$ cat src/sep_pkg.sv
// constants, types and parity helpers for the soft error parity block
// assumes one clock domain; users import the whole package
package sep_pkg;
  localparam int TAG_W = 20;
  localparam int WORDS = 4;
  localparam int DW = 32;
  localparam int AW = 8;
  localparam logic [AW-1:0] OFS_CTRL = 8'h00;
  localparam logic [AW-1:0] OFS_STAT = 8'h04;
  localparam logic [AW-1:0] OFS_MASK = 8'h08;
  localparam logic [AW-1:0] OFS_ECNT = 8'h0C;
  localparam int CTRL_FT_BIT = 0;
  localparam logic CTRL_FT_RST = 1'b1;
  localparam int ST_W = 6;
  localparam int ST_CACHE = 0;
  localparam int ST_TLB = 1;
  localparam int ST_BTC = 2;
  localparam int ST_IUE = 3;
  localparam int ST_DUE = 4;
  localparam int ST_HALT = 5;
  localparam logic [ST_W-1:0] MASK_RST = 6'h00;
  localparam int TLB_V_BIT = 6;
  localparam int ECNT_W = 16;
  localparam logic [ECNT_W-1:0] ECNT_MAX = 16'hFFFF;

  typedef enum logic {RUN_ACTIVE, RUN_HALTED} sep_run_e;

  typedef struct packed {
    logic [TAG_W-1:0]    tag;
    logic [WORDS*DW-1:0] data;
  } sep_line_s;

  typedef struct packed {
    logic             tag_p;
    logic [WORDS-1:0] data_p;
  } sep_par_s;

  typedef struct packed {
    logic [DW-1:0] hi;
    logic [DW-1:0] lo;
  } sep_tlb_s;

  // even parity: stored bit makes the covered bits plus itself even
  function automatic sep_par_s sep_calc_par(input sep_line_s l, input logic is_d);
    sep_par_s p;
    p.tag_p = ^l.tag;
    p.data_p = '0;
    if (is_d)
      for (int i = 0; i < WORDS; i++) p.data_p[i] = ^l.data[i*DW +: DW];
    else
      p.data_p[0] = ^l.data;
    return p;
  endfunction
endpackage

$ cat src/sep_core.sv
// soft error parity protection: cache, translation buffer and branch
// target parity, uncorrectable memory bus errors, halt, apb registers
// assumes all inputs except rst_n_in synchronous to clk_sys_in
//
// Notes on behaviour
// [RL1] with fault tolerance on, detect internal ram errors and react to bus errors
// [RL2] caches check stored parity on every hit
// [RL3] cache parity mismatch invalidates the line for refetch
// [RL4] cache writes store tag bit, one icache data bit, dcache bit per word
// [RL5] fault tolerance on forces data cache write-through
// [RL6] translation parity mismatch raises translation miss exception
// [RL7] translation entry write stores one parity bit
// [RL8] translation entry read checks parity, clears valid bit on mismatch
// [RL9] branch target parity mismatch drops the prediction
// [RL10] branch target write stores one parity bit
// [RL11] memory controller reports its ram errors on bus error lines
// [RL12] exceptions enabled: uncorrectable error raises matching bus exception
// [RL13] bus exception during exception halts core and raises error output
// [RL14] even parity over covered bits; error output held until reset
`timescale 1ns/1ps
module sep_core
  import sep_pkg::*;
(
  input  wire logic            clk_sys_in,
  input  wire logic            rst_n_in,
  input  wire logic            clk_en_in,
  input  wire logic            psel_in,
  input  wire logic            penable_in,
  input  wire logic            pwrite_in,
  input  wire logic [AW-1:0]   paddr_in,
  input  wire logic [DW-1:0]   pwdata_in,
  output logic      [DW-1:0]   prdata_out,
  output logic                 pready_out,
  output logic                 pslverr_out,
  input  wire logic            cache_wr_in,
  input  wire logic            cache_is_d_in,
  input  wire sep_line_s       cache_line_in,
  output sep_par_s             cache_par_out,
  input  wire logic            cache_hit_in,
  input  wire logic            cache_hit_is_d_in,
  input  wire sep_line_s       cache_hit_line_in,
  input  wire sep_par_s        cache_hit_par_in,
  output logic                 cache_inval_out,
  output logic                 write_through_out,
  input  wire logic            wb_request_in,
  input  wire logic            tlb_wr_in,
  input  wire sep_tlb_s        tlb_wr_entry_in,
  output logic                 tlb_par_out,
  input  wire logic            tlb_xlat_in,
  input  wire sep_tlb_s        tlb_xlat_entry_in,
  input  wire logic            tlb_xlat_par_in,
  output logic                 tlb_miss_exc_out,
  input  wire logic            tlb_rd_in,
  input  wire sep_tlb_s        tlb_rd_entry_in,
  input  wire logic            tlb_rd_par_in,
  output sep_tlb_s             tlb_rd_entry_out,
  input  wire logic            btc_wr_in,
  input  wire logic [DW-1:0]   btc_wr_addr_in,
  output logic                 btc_par_out,
  input  wire logic            btc_lk_in,
  input  wire logic [DW-1:0]   btc_lk_addr_in,
  input  wire logic            btc_lk_par_in,
  output logic                 btc_pred_valid_out,
  output logic      [DW-1:0]   btc_pred_addr_out,
  input  wire logic            ue_ibus_in,
  input  wire logic            ue_dbus_in,
  input  wire logic            exception_enable_bit_in,
  input  wire logic            exc_in_progress_in,
  output logic                 ibus_exc_out,
  output logic                 dbus_exc_out,
  output logic                 halted_error_out,
  output logic                 irq_out
);

  logic [1:0]        rst_sync_reg;
  logic              rst_n;
  logic              ft_reg;
  logic [ST_W-1:0]   stat_reg;
  logic [ST_W-1:0]   stat_next;
  logic [ST_W-1:0]   mask_reg;
  logic [ECNT_W-1:0] ecnt_reg;
  logic [ECNT_W-1:0] ecnt_next;
  sep_run_e          run_reg;
  sep_run_e          run_next;

  // sync copy only; ungated so reset still releases while frozen
  always_ff @(posedge clk_sys_in or negedge rst_n_in)
  begin
    if (!rst_n_in)
      rst_sync_reg <= 2'h0;
    else
      rst_sync_reg <= {rst_sync_reg[0], 1'b1};
  end
  assign rst_n = rst_sync_reg[1];

  // apb decode
  wire              apb_acc  = psel_in & penable_in & ~pready_out;
  wire              apb_done = psel_in & penable_in & pready_out;
  wire              hit_ctrl = paddr_in == OFS_CTRL;
  wire              hit_stat = paddr_in == OFS_STAT;
  wire              hit_mask = paddr_in == OFS_MASK;
  wire              hit_ecnt = paddr_in == OFS_ECNT;
  wire              hit_any  = hit_ctrl | hit_stat | hit_mask | hit_ecnt;
  wire              apb_wr   = apb_done & pwrite_in & hit_any;
  wire [ST_W-1:0]   stat_clr = (apb_wr & hit_stat) ? pwdata_in[ST_W-1:0] : '0;
  wire [DW-1:0]     rd_mux   =
    hit_ctrl ? {{(DW-1){1'b0}}, ft_reg} :
    hit_stat ? {{(DW-ST_W){1'b0}}, stat_reg} :
    hit_mask ? {{(DW-ST_W){1'b0}}, mask_reg} :
    hit_ecnt ? {{(DW-ECNT_W){1'b0}}, ecnt_reg} : '0;

  // parity checks, all gated by fault tolerance
  wire       ft = ft_reg; // see [RL1]
  wire sep_par_s hit_par = sep_calc_par(cache_hit_line_in, cache_hit_is_d_in);
  wire [WORDS-1:0] dmis = hit_par.data_p ^ cache_hit_par_in.data_p;
  wire       cache_mis = ft & cache_hit_in & ((hit_par.tag_p ^ cache_hit_par_in.tag_p) |
                         (cache_hit_is_d_in ? |dmis : dmis[0])); // see [RL2]
  wire       xlat_mis  = ft & tlb_xlat_in &
                         ((^tlb_xlat_entry_in) ^ tlb_xlat_par_in); // see [RL6]
  wire       rd_mis    = ft & tlb_rd_in & ((^tlb_rd_entry_in) ^ tlb_rd_par_in);
  wire       btc_mis   = ft & btc_lk_in & ((^btc_lk_addr_in) ^ btc_lk_par_in);
  wire       run       = run_reg == RUN_ACTIVE;
  wire       ue_i      = ft & exception_enable_bit_in & ue_ibus_in & run; // see [RL12]
  wire       ue_d      = ft & exception_enable_bit_in & ue_dbus_in & run;
  wire       go_halt   = (ue_i | ue_d) & exc_in_progress_in; // see [RL13]
  wire       perr      = cache_mis | xlat_mis | rd_mis | btc_mis;
  wire [ST_W-1:0] stat_set = {go_halt, ue_d, ue_i, btc_mis, xlat_mis | rd_mis, cache_mis};

  // set wins over a write-one clear in the same cycle
  assign stat_next = (stat_reg & ~stat_clr) | stat_set;
  assign ecnt_next = (perr && ecnt_reg != ECNT_MAX) ? ecnt_reg + 1'b1 : ecnt_reg;

  always_comb
  begin
    run_next = run_reg;
    case (run_reg)
      RUN_ACTIVE: if (go_halt) run_next = RUN_HALTED;
      RUN_HALTED: run_next = RUN_HALTED; // see [RL14]
      default:    run_next = RUN_HALTED;
    endcase
  end

  always_ff @(posedge clk_sys_in or negedge rst_n)
  begin
    if (!rst_n)
    begin
      pready_out  <= 1'b0;
      pslverr_out <= 1'b0;
      prdata_out  <= '0;
    end
    else if (clk_en_in)
    begin
      pready_out  <= apb_acc;
      pslverr_out <= apb_acc & ~hit_any;
      prdata_out  <= apb_acc ? rd_mux : '0;
    end
  end

  always_ff @(posedge clk_sys_in or negedge rst_n)
  begin
    if (!rst_n)
    begin
      ft_reg   <= CTRL_FT_RST;
      mask_reg <= MASK_RST;
      stat_reg <= '0;
      ecnt_reg <= '0;
      irq_out  <= 1'b0;
    end
    else if (clk_en_in)
    begin
      if (apb_wr & hit_ctrl)
        ft_reg <= pwdata_in[CTRL_FT_BIT];
      if (apb_wr & hit_mask)
        mask_reg <= pwdata_in[ST_W-1:0];
      if (apb_wr & hit_ecnt)
        ecnt_reg <= '0;
      else
        ecnt_reg <= ecnt_next;
      stat_reg <= stat_next;
      irq_out  <= |(stat_next & mask_reg);
    end
  end

  // cache and write policy
  always_ff @(posedge clk_sys_in or negedge rst_n)
  begin
    if (!rst_n)
    begin
      cache_par_out     <= '0;
      cache_inval_out   <= 1'b0;
      write_through_out <= 1'b1;
    end
    else if (clk_en_in)
    begin
      if (cache_wr_in)
        cache_par_out <= sep_calc_par(cache_line_in, cache_is_d_in); // see [RL4]
      cache_inval_out   <= cache_mis; // see [RL3]
      write_through_out <= ft | ~wb_request_in; // see [RL5]
    end
  end

  // translation buffer and branch target cache
  always_ff @(posedge clk_sys_in or negedge rst_n)
  begin
    if (!rst_n)
    begin
      tlb_par_out        <= 1'b0;
      tlb_miss_exc_out   <= 1'b0;
      tlb_rd_entry_out   <= '0;
      btc_par_out        <= 1'b0;
      btc_pred_valid_out <= 1'b0;
      btc_pred_addr_out  <= '0;
    end
    else if (clk_en_in)
    begin
      if (tlb_wr_in)
        tlb_par_out <= ^tlb_wr_entry_in; // see [RL7]
      tlb_miss_exc_out <= xlat_mis;
      if (tlb_rd_in)
      begin
        tlb_rd_entry_out <= tlb_rd_entry_in;
        if (rd_mis)
          tlb_rd_entry_out.hi[TLB_V_BIT] <= 1'b0; // see [RL8]
      end
      if (btc_wr_in)
        btc_par_out <= ^btc_wr_addr_in; // see [RL10]
      btc_pred_valid_out <= btc_lk_in & ~btc_mis; // see [RL9]
      btc_pred_addr_out  <= btc_lk_addr_in;
    end
  end

  // bus exceptions and halt
  always_ff @(posedge clk_sys_in or negedge rst_n)
  begin
    if (!rst_n)
    begin
      run_reg          <= RUN_ACTIVE;
      ibus_exc_out     <= 1'b0;
      dbus_exc_out     <= 1'b0;
      halted_error_out <= 1'b0;
    end
    else if (clk_en_in)
    begin
      run_reg          <= run_next;
      ibus_exc_out     <= ue_i & ~exc_in_progress_in;
      dbus_exc_out     <= ue_d & ~exc_in_progress_in;
      halted_error_out <= run_next == RUN_HALTED; // see [RL13]
    end
  end
endmodule // sep_core

$ cat config.mk
export PLATFORM = sky130hd
export DESIGN_NAME = sep_core
export DESIGN_NICKNAME = d
export VERILOG_FILES = /design/src/sep_pkg.sv /design/src/sep_core.sv
export SDC_FILE = /design/constraint.sdc
export NUM_CORES = 1
export LEC_CHECK = 0
export ABC_CLOCK_PERIOD_IN_PS = 8300
export BUFFER_PORTS_ARGS = -buffer_cell sky130_fd_sc_hd__clkbuf_2
export CORE_AREA = 2 2 294 296
export CTS_CLUSTER_DIAMETER = 50
export CTS_CLUSTER_SIZE = 24
export DETAILED_ROUTE_END_ITERATION = 7
export DIE_AREA = 0 0 296 298
export GPL_TIMING_DRIVEN = 1
export RECOVER_POWER = 50
export SLEW_MARGIN = 20
export SYNTH_ARGS = -nofsm -noshare
export SYNTH_HDL_FRONTEND = slang
export SYNTH_SLANG_ARGS = --single-unit
$ cat constraint.sdc
create_clock -name clk_sys_in -period 8.3 [get_ports clk_sys_in]
set_input_delay 2.075 -clock clk_sys_in [delete_from_list [all_inputs] [get_ports clk_sys_in]]
set_output_delay 2.075 -clock clk_sys_in [all_outputs]
set_load 0.02 [all_outputs]
# Word-level counts from Yosys, hierarchy flattened
# Index checks and enable logic that the tools add are counted.
[word_totals]
regBits = 176
inputBits = 620
word_cells = 125
[classes]
add_sub_neg = 1
n_eq_ne = 4
mux = 16
bitwise = 52
n_reduce_logical = 29
[op_table]
columns = ["op", "count"]
rows = [
  ["$reduce_xor 32->1", 10],
  ["$reduce_xor 128->1", 2],
  ["$reduce_xor 64->1", 3],
  ["$mux 16", 7],
  ["$reduce_xor 20->1", 2],
  ["$and 1x1->1", 27],
  ["$add 16x1->16 const B", 1],
  ["$eq 8x4->1 const B", 2],
  ["$ne 16x16->1 const B", 1],
  ["$reduce_and 2->1", 7],
  ["$and 6x6->6", 2],
  ["$or 1x1->1", 10],
  ["$eq 8x3->1 const B", 1],
  ["$logic_not 8->1", 1],
  ["$mux 3", 2],
  ["$mux 6", 1],
  ["$not 1->1", 6],
  ["$not 6->6", 1],
  ["$or 6x6->6", 1],
  ["$reduce_or 6->1", 1],
  ["$mux 1", 5],
  ["$reduce_or 4->1", 1],
  ["$xor 1x1->1", 4],
  ["$xor 4x4->4", 1],
  ["other kinds (3)", 3],
]

# Logic depth before layout (Yosys ltp)
[logic_depth]
depth_word = 13
ltp_mapped = 12
depth_no_buf = 11

# Worst setup path before layout
# No wires, ideal clock.
[synth_path]
path_type = "input-to-reg"
startpoint = "in cache_hit_line_in[75] (netlist bit)"
endpoint = "reg ecnt_reg[4]"
arrival_ns = 4.470
path_slack_ns = 3.743
cell_stages = 12
path_cell_list = "xor2_1 > xnor2_1 > xnor2_1 > xnor2_1 > xnor2_1 > xnor3_1 > and3_1 > a211oi_4 > o21ai_2 > buf_6 > or4_1 > o211ai_1"
[synth_between]
elab_chain_cells = 13
elab_cells_between_ends = 15
cone_classes = "mux: 3; bitwise: 6; reduce/logical: 6"
[synth_rtl]
columns = ["item", "line_no", "rtl"]
rows = [
  ["start: declaration", "sep_core.sv:41", "input wire sep_line_s cache_hit_line_in,"],
  ["$reduce_xor 128->1 or $reduce_xor 32->1 (tied branches)", "sep_pkg.sv:51, sep_pkg.sv:49", ""],
  ["$mux 1 or $mux 3 (tied branches)", "sep_pkg.sv:48", "if (is_d)"],
  ["$xor 4x4->4 (*)", "sep_core.sv:115", "wire [WORDS-1:0] dmis = hit_par.data_p ^ cache_hit_par_in.data_p;"],
  ["$reduce_or 4->1", "sep_core.sv:117", "(cache_hit_is_d_in ? |dmis : dmis[0]));"],
  ["$mux 1 (*)", "sep_core.sv:117", ""],
  ["$or 1x1->1 (*)", "sep_core.sv:116", "wire cache_mis = ft & cache_hit_in & ((hit_par.tag_p ^ cache_hit_par_in.tag_p) |"],
  ["$and 1x1->1 (*)", "sep_core.sv:116", ""],
  ["$or 1x1->1 (*) (3 in a row)", "sep_core.sv:126", "wire perr = cache_mis | xlat_mis | rd_mis | btc_mis;"],
  ["$logic_and 1x1->1 (*)", "sep_core.sv:131", "assign ecnt_next = (perr && ecnt_reg != ECNT_MAX) ? ecnt_reg + 1'b1 : ecnt_reg;"],
  ["$reduce_bool 2->1 (no source line) (*)", "-", ""],
  ["$reduce_and 2->1 (no source line) (*)", "-", ""],
  ["end signal: assignment", "sep_core.sv:178", "ecnt_reg <= ecnt_next;"],
  ["end: declaration", "sep_core.sv:81", "logic [ECNT_W-1:0] ecnt_reg;"],
]
# Mark *: on every way between the ends. The rest lies on a longest branch, timed or not.
# A chain may end at the register's enable or synchronous reset.

# Final worst setup path
[layout_path]
startpoint = "in clk_en_in"
endpoint = "reg ecnt_reg[3]"
[layout_between]
elab_chain_cells = 1
[layout_rtl]
columns = ["item", "line_no", "rtl"]
rows = [
  ["start: declaration", "sep_core.sv:26", "input wire logic clk_en_in,"],
  ["$reduce_and 2->1 (no source line)", "-", ""],
]
# Every way passes these cells.

==> key figures <==
Power
  • Sw power: 0.00145 W
  • Power density over the cells: 213 nW/µm²
  • Pwr Total: 0.00363 W
  • Clock power frac: 0.234
  • Max IR drop VDD: 0.150 mV
  • Internal cell power: 0.00218 W
  • Sequential share of power: 0.266
  • Comb pwr share: 0.500
  • Leak: 7.35 nW
  • Switching portion of total power: 0.400

Yosys
  • Synth async-reset ratio: 1.00
  • Most common cell in the netlist: xnor2_1
  • Yosys warning count: 0
  • Synthesized area: 11500 µm²
  • Top cells by count, synth: xnor2_1, dfrtp_1, mux2_2
  • Post-synth top flop: dfrtp_1
  • Yosys top cell by area: xnor2_1
  • Avg Cell Area, Syn: 10.7 µm²
  • Cells after Synth: 1074
  • Seq/Total Area, Yosys: 0.348
  • Top-area cell type share of the netlist area: 0.366
  • Netlist cell types: 47
  • Synthesis-stage register bit count: 160
  • Number of synthesized flops with an enable pin: 0
  • Top post-synthesis cells by area: xnor2_1, dfrtp_1, mux2_2

Floorplanning
  • Die span in y: 298 µm
  • Die ar.: 88200 µm²
  • # IOs: 765
  • Die Wd: 296 µm
  • Total core area: 84900 µm²
  • Initial Util: 0.135
  • Placement Rows: 107

Setup path
  • CP top delay family: buffers and inverters
  • Critical Path, Cell by Cell: clkbuf_1, clkinv_1, clkbuf_1, nor2_1, o21ai_2, or4_1, o211ai_1
  • Crit path top cell by count: clkbuf_1
  • Crit-path max cell delay: 1.06 ns
  • CP bufs+invs: 3
  • Crit path DAT: 5.50 ns
  • Slowest CP cell: clkbuf_1
  • CP endpoint kind: flop
  • WS Path Type: in -> reg
  • Critical Path Start Type: input pin
  • Critical path fanouts, max: 24
  • WP data required: 8.69 ns

Clocking
  • Max Buffers Root-to-Sink: 2
  • CTS Buf Count: 17
  • Reg clk slew, reported paths: 0.10 ns
  • Clk_lat worst skew: 0.49 ns
  • Post-CTS setup repair buffer count: 0
  • CTS resizes: 0
  • Root Buffer: clkbuf_16
  • H-Tree Depth: 4
  • TritonCTS clock tree: yes
  • CTS Hold Bufs: 0
  • Clk sink count: 160

Final layout
  • Top Registers: tlb_rd_entry_out: 64 flops, btc_pred_addr_out: 32 flops
  • Max FFs per register: 64
  • Reg area: 4010 µm²
  • Area growth syn-to-layout: 47.8%
  • Multi-input gate area: 7280 µm²
  • Most flops, register: tlb_rd_entry_out
  • Share of layout cells above drive strength 1: 0.448
  • Number of fill cells: 9490
  • Final #Nets: 2419
  • Design area: 17000 µm²
  • Non-Filler Instances: 2958

Global route
  • Initial antenna violation count: 18
  • First-pass GRT wire length: 62.8 mm
  • Vias in the first global route: 10200
  • Total gr overflow: 0
  • Largest net degree at the start of global routing: 66
  • All-Layer GR Usage: 0.0989

Place
  • Gpl congestion: 0.825
  • Number of buffers added on ports: 722
  • HPWL Detailed: 39.2 mm
  • DP Cell Count: 2923
  • Area after DPL: 16400 µm²

Status
  • Failing checks: max-capacitance violations, max-slew violations
  • Status: complete, but fails checks

STA
  • Worst Tran Pin Value: 3.13 ns
  • Hold Slack: 0.362 ns
  • Final Skew: 0.0199 ns
  • Final Hold Fails: 0
  • Max-slew violation count: 122
  • Minimum clock period: 5.11 ns
  • Fmax achieved: 0.196 GHz
  • Unrepaired setup endpoints after global routing: false
  • Count of final setup violators: 0
  • Final period utilization: 0.615
  • Slew headroom: -1.08
  • Fin Setup TNS: 0 ns

Drt
  • Final WL: 44.8 mm
  • 1st-pass router iterations: 5
  • Vias: 10100
  • Initial DRC Count: 349
  • DRT antenna net count: 0
  • Drt via density: 3.41
  • Wire length per cell: 15.2 µm
  • # DRC: 0

Min path
  • Hold WC Path Type: reg -> reg

Run
  • Total of max-cap violations: 3
[per-stage QoR]
stage / util / worst slack (ns)
after floorplan: - / 3.52
after global placement: 0.194 / 2.64
after detailed placement: 0.194 / 2.59
after CTS: 0.201 / 3.13
after global routing: 0.200 / 2.23
final: 0.200 / 3.19
[cell usage in the layout, fill, tap and decap left out, types with 5 or more instances in the layout]
cell type	Yosys	routed
buf_4	16	5
nand4_1	5	5
xor2_1	64	64
dfrtp_1	158	158
o2bb2ai_1	10	10
xnor2_1	480	480
clkbuf_2	0	663
nand2_1	45	44
or4_1	5	5
o211ai_1	7	7
a21oi_1	19	19
nor2_1	18	18
a22oi_1	6	6
mux2_2	102	102
or3_1	7	7
clkinv_8	0	5
clkbuf_16	0	17
o21ai_0	24	24
inv_1	14	14
nor3_1	10	10
nand3_1	6	6
a22o_1	12	12
conb_1	2	17
clkbuf_1	19	61
[power groups by stage]
stage,logic (W),clock network (W),registers (W)
after global routing,0.00200,0.000920,0.000983
final,0.00181,0.000849,0.000965
after CTS,0.00189,0.000886,0.000967
after global placement,0.00187,0,0.000978
after detailed placement,0.00188,0,0.000982
after floorplan,0.00118,0,0.00109
[metal layers]
layer,GRT usage,vias to the layer above,share of wire
met5,0,-,0.0014
met4,0.0277,10,0.022
li1,-,4970,-
met2,0.174,428,0.50
met3,0.0403,58,0.10
met1,0.109,4617,0.38
[worst paths after layout]
| check | start | end | slack (ns) | depth (start not counted) |
|---|---|---|---|---|
| setup / recovery | clk_en_in | ecnt_reg[3]$_DFFE_PN0P_ | 3.19 | 7 |
| min in group asynchronous | rst_sync_reg[1]$_DFF_PN0_ | tlb_rd_entry_out[17]$_DFFE_PN0P_ | 0.85 | 0 |
| setup reg to reg | rst_sync_reg[1]$_DFF_PN0_ | prdata_out[13]$_DFFE_PN0P_ | 3.32 | 2 |
| hold reg to reg | rst_sync_reg[0]$_DFF_PN0_ | rst_sync_reg[1]$_DFF_PN0_ | 0.36 | 0 |
| hold / removal | rst_sync_reg[0]$_DFF_PN0_ | rst_sync_reg[1]$_DFF_PN0_ | 0.36 | 0 |
| max in group asynchronous | rst_sync_reg[1]$_DFF_PN0_ | prdata_out[13]$_DFFE_PN0P_ | 3.32 | 2 |
[final cells by class]
| class | count | area share |
|---|---|---|
| well taps | 1144 | 0.0842 |
| flip-flops and latches | 160 | 0.236 |
| diodes | 3 | 0.000442 |
| clock buffers | 17 | 0.0250 |
| clock inverters | 15 | 0.0119 |
| multi-input cells | 875 | 0.428 |
| repair buffers | 729 | 0.211 |
| inverters | 15 | 0.00331 |
[logic make-up (layout without fill, tap and decap cells)]
logic type / count (synthesis) / after routing / share of synthesized area
xor gates and xnor gates: 549 / 549 / 0.424
and+or+nand+nor: 112 / 112 / 0.0469
DFF: 160 / 160 / 0.348
AOI/OAI and AO/OA: 94 / 94 / 0.0558
other: 2 / 20 / 0.000653
muxes: 102 / 102 / 0.0999
buffers and inverters: 54 / 776 / 0.0236
adders and majority gates: 1 / 1 / 0.00109
Power figures use the tool's default switching activity.
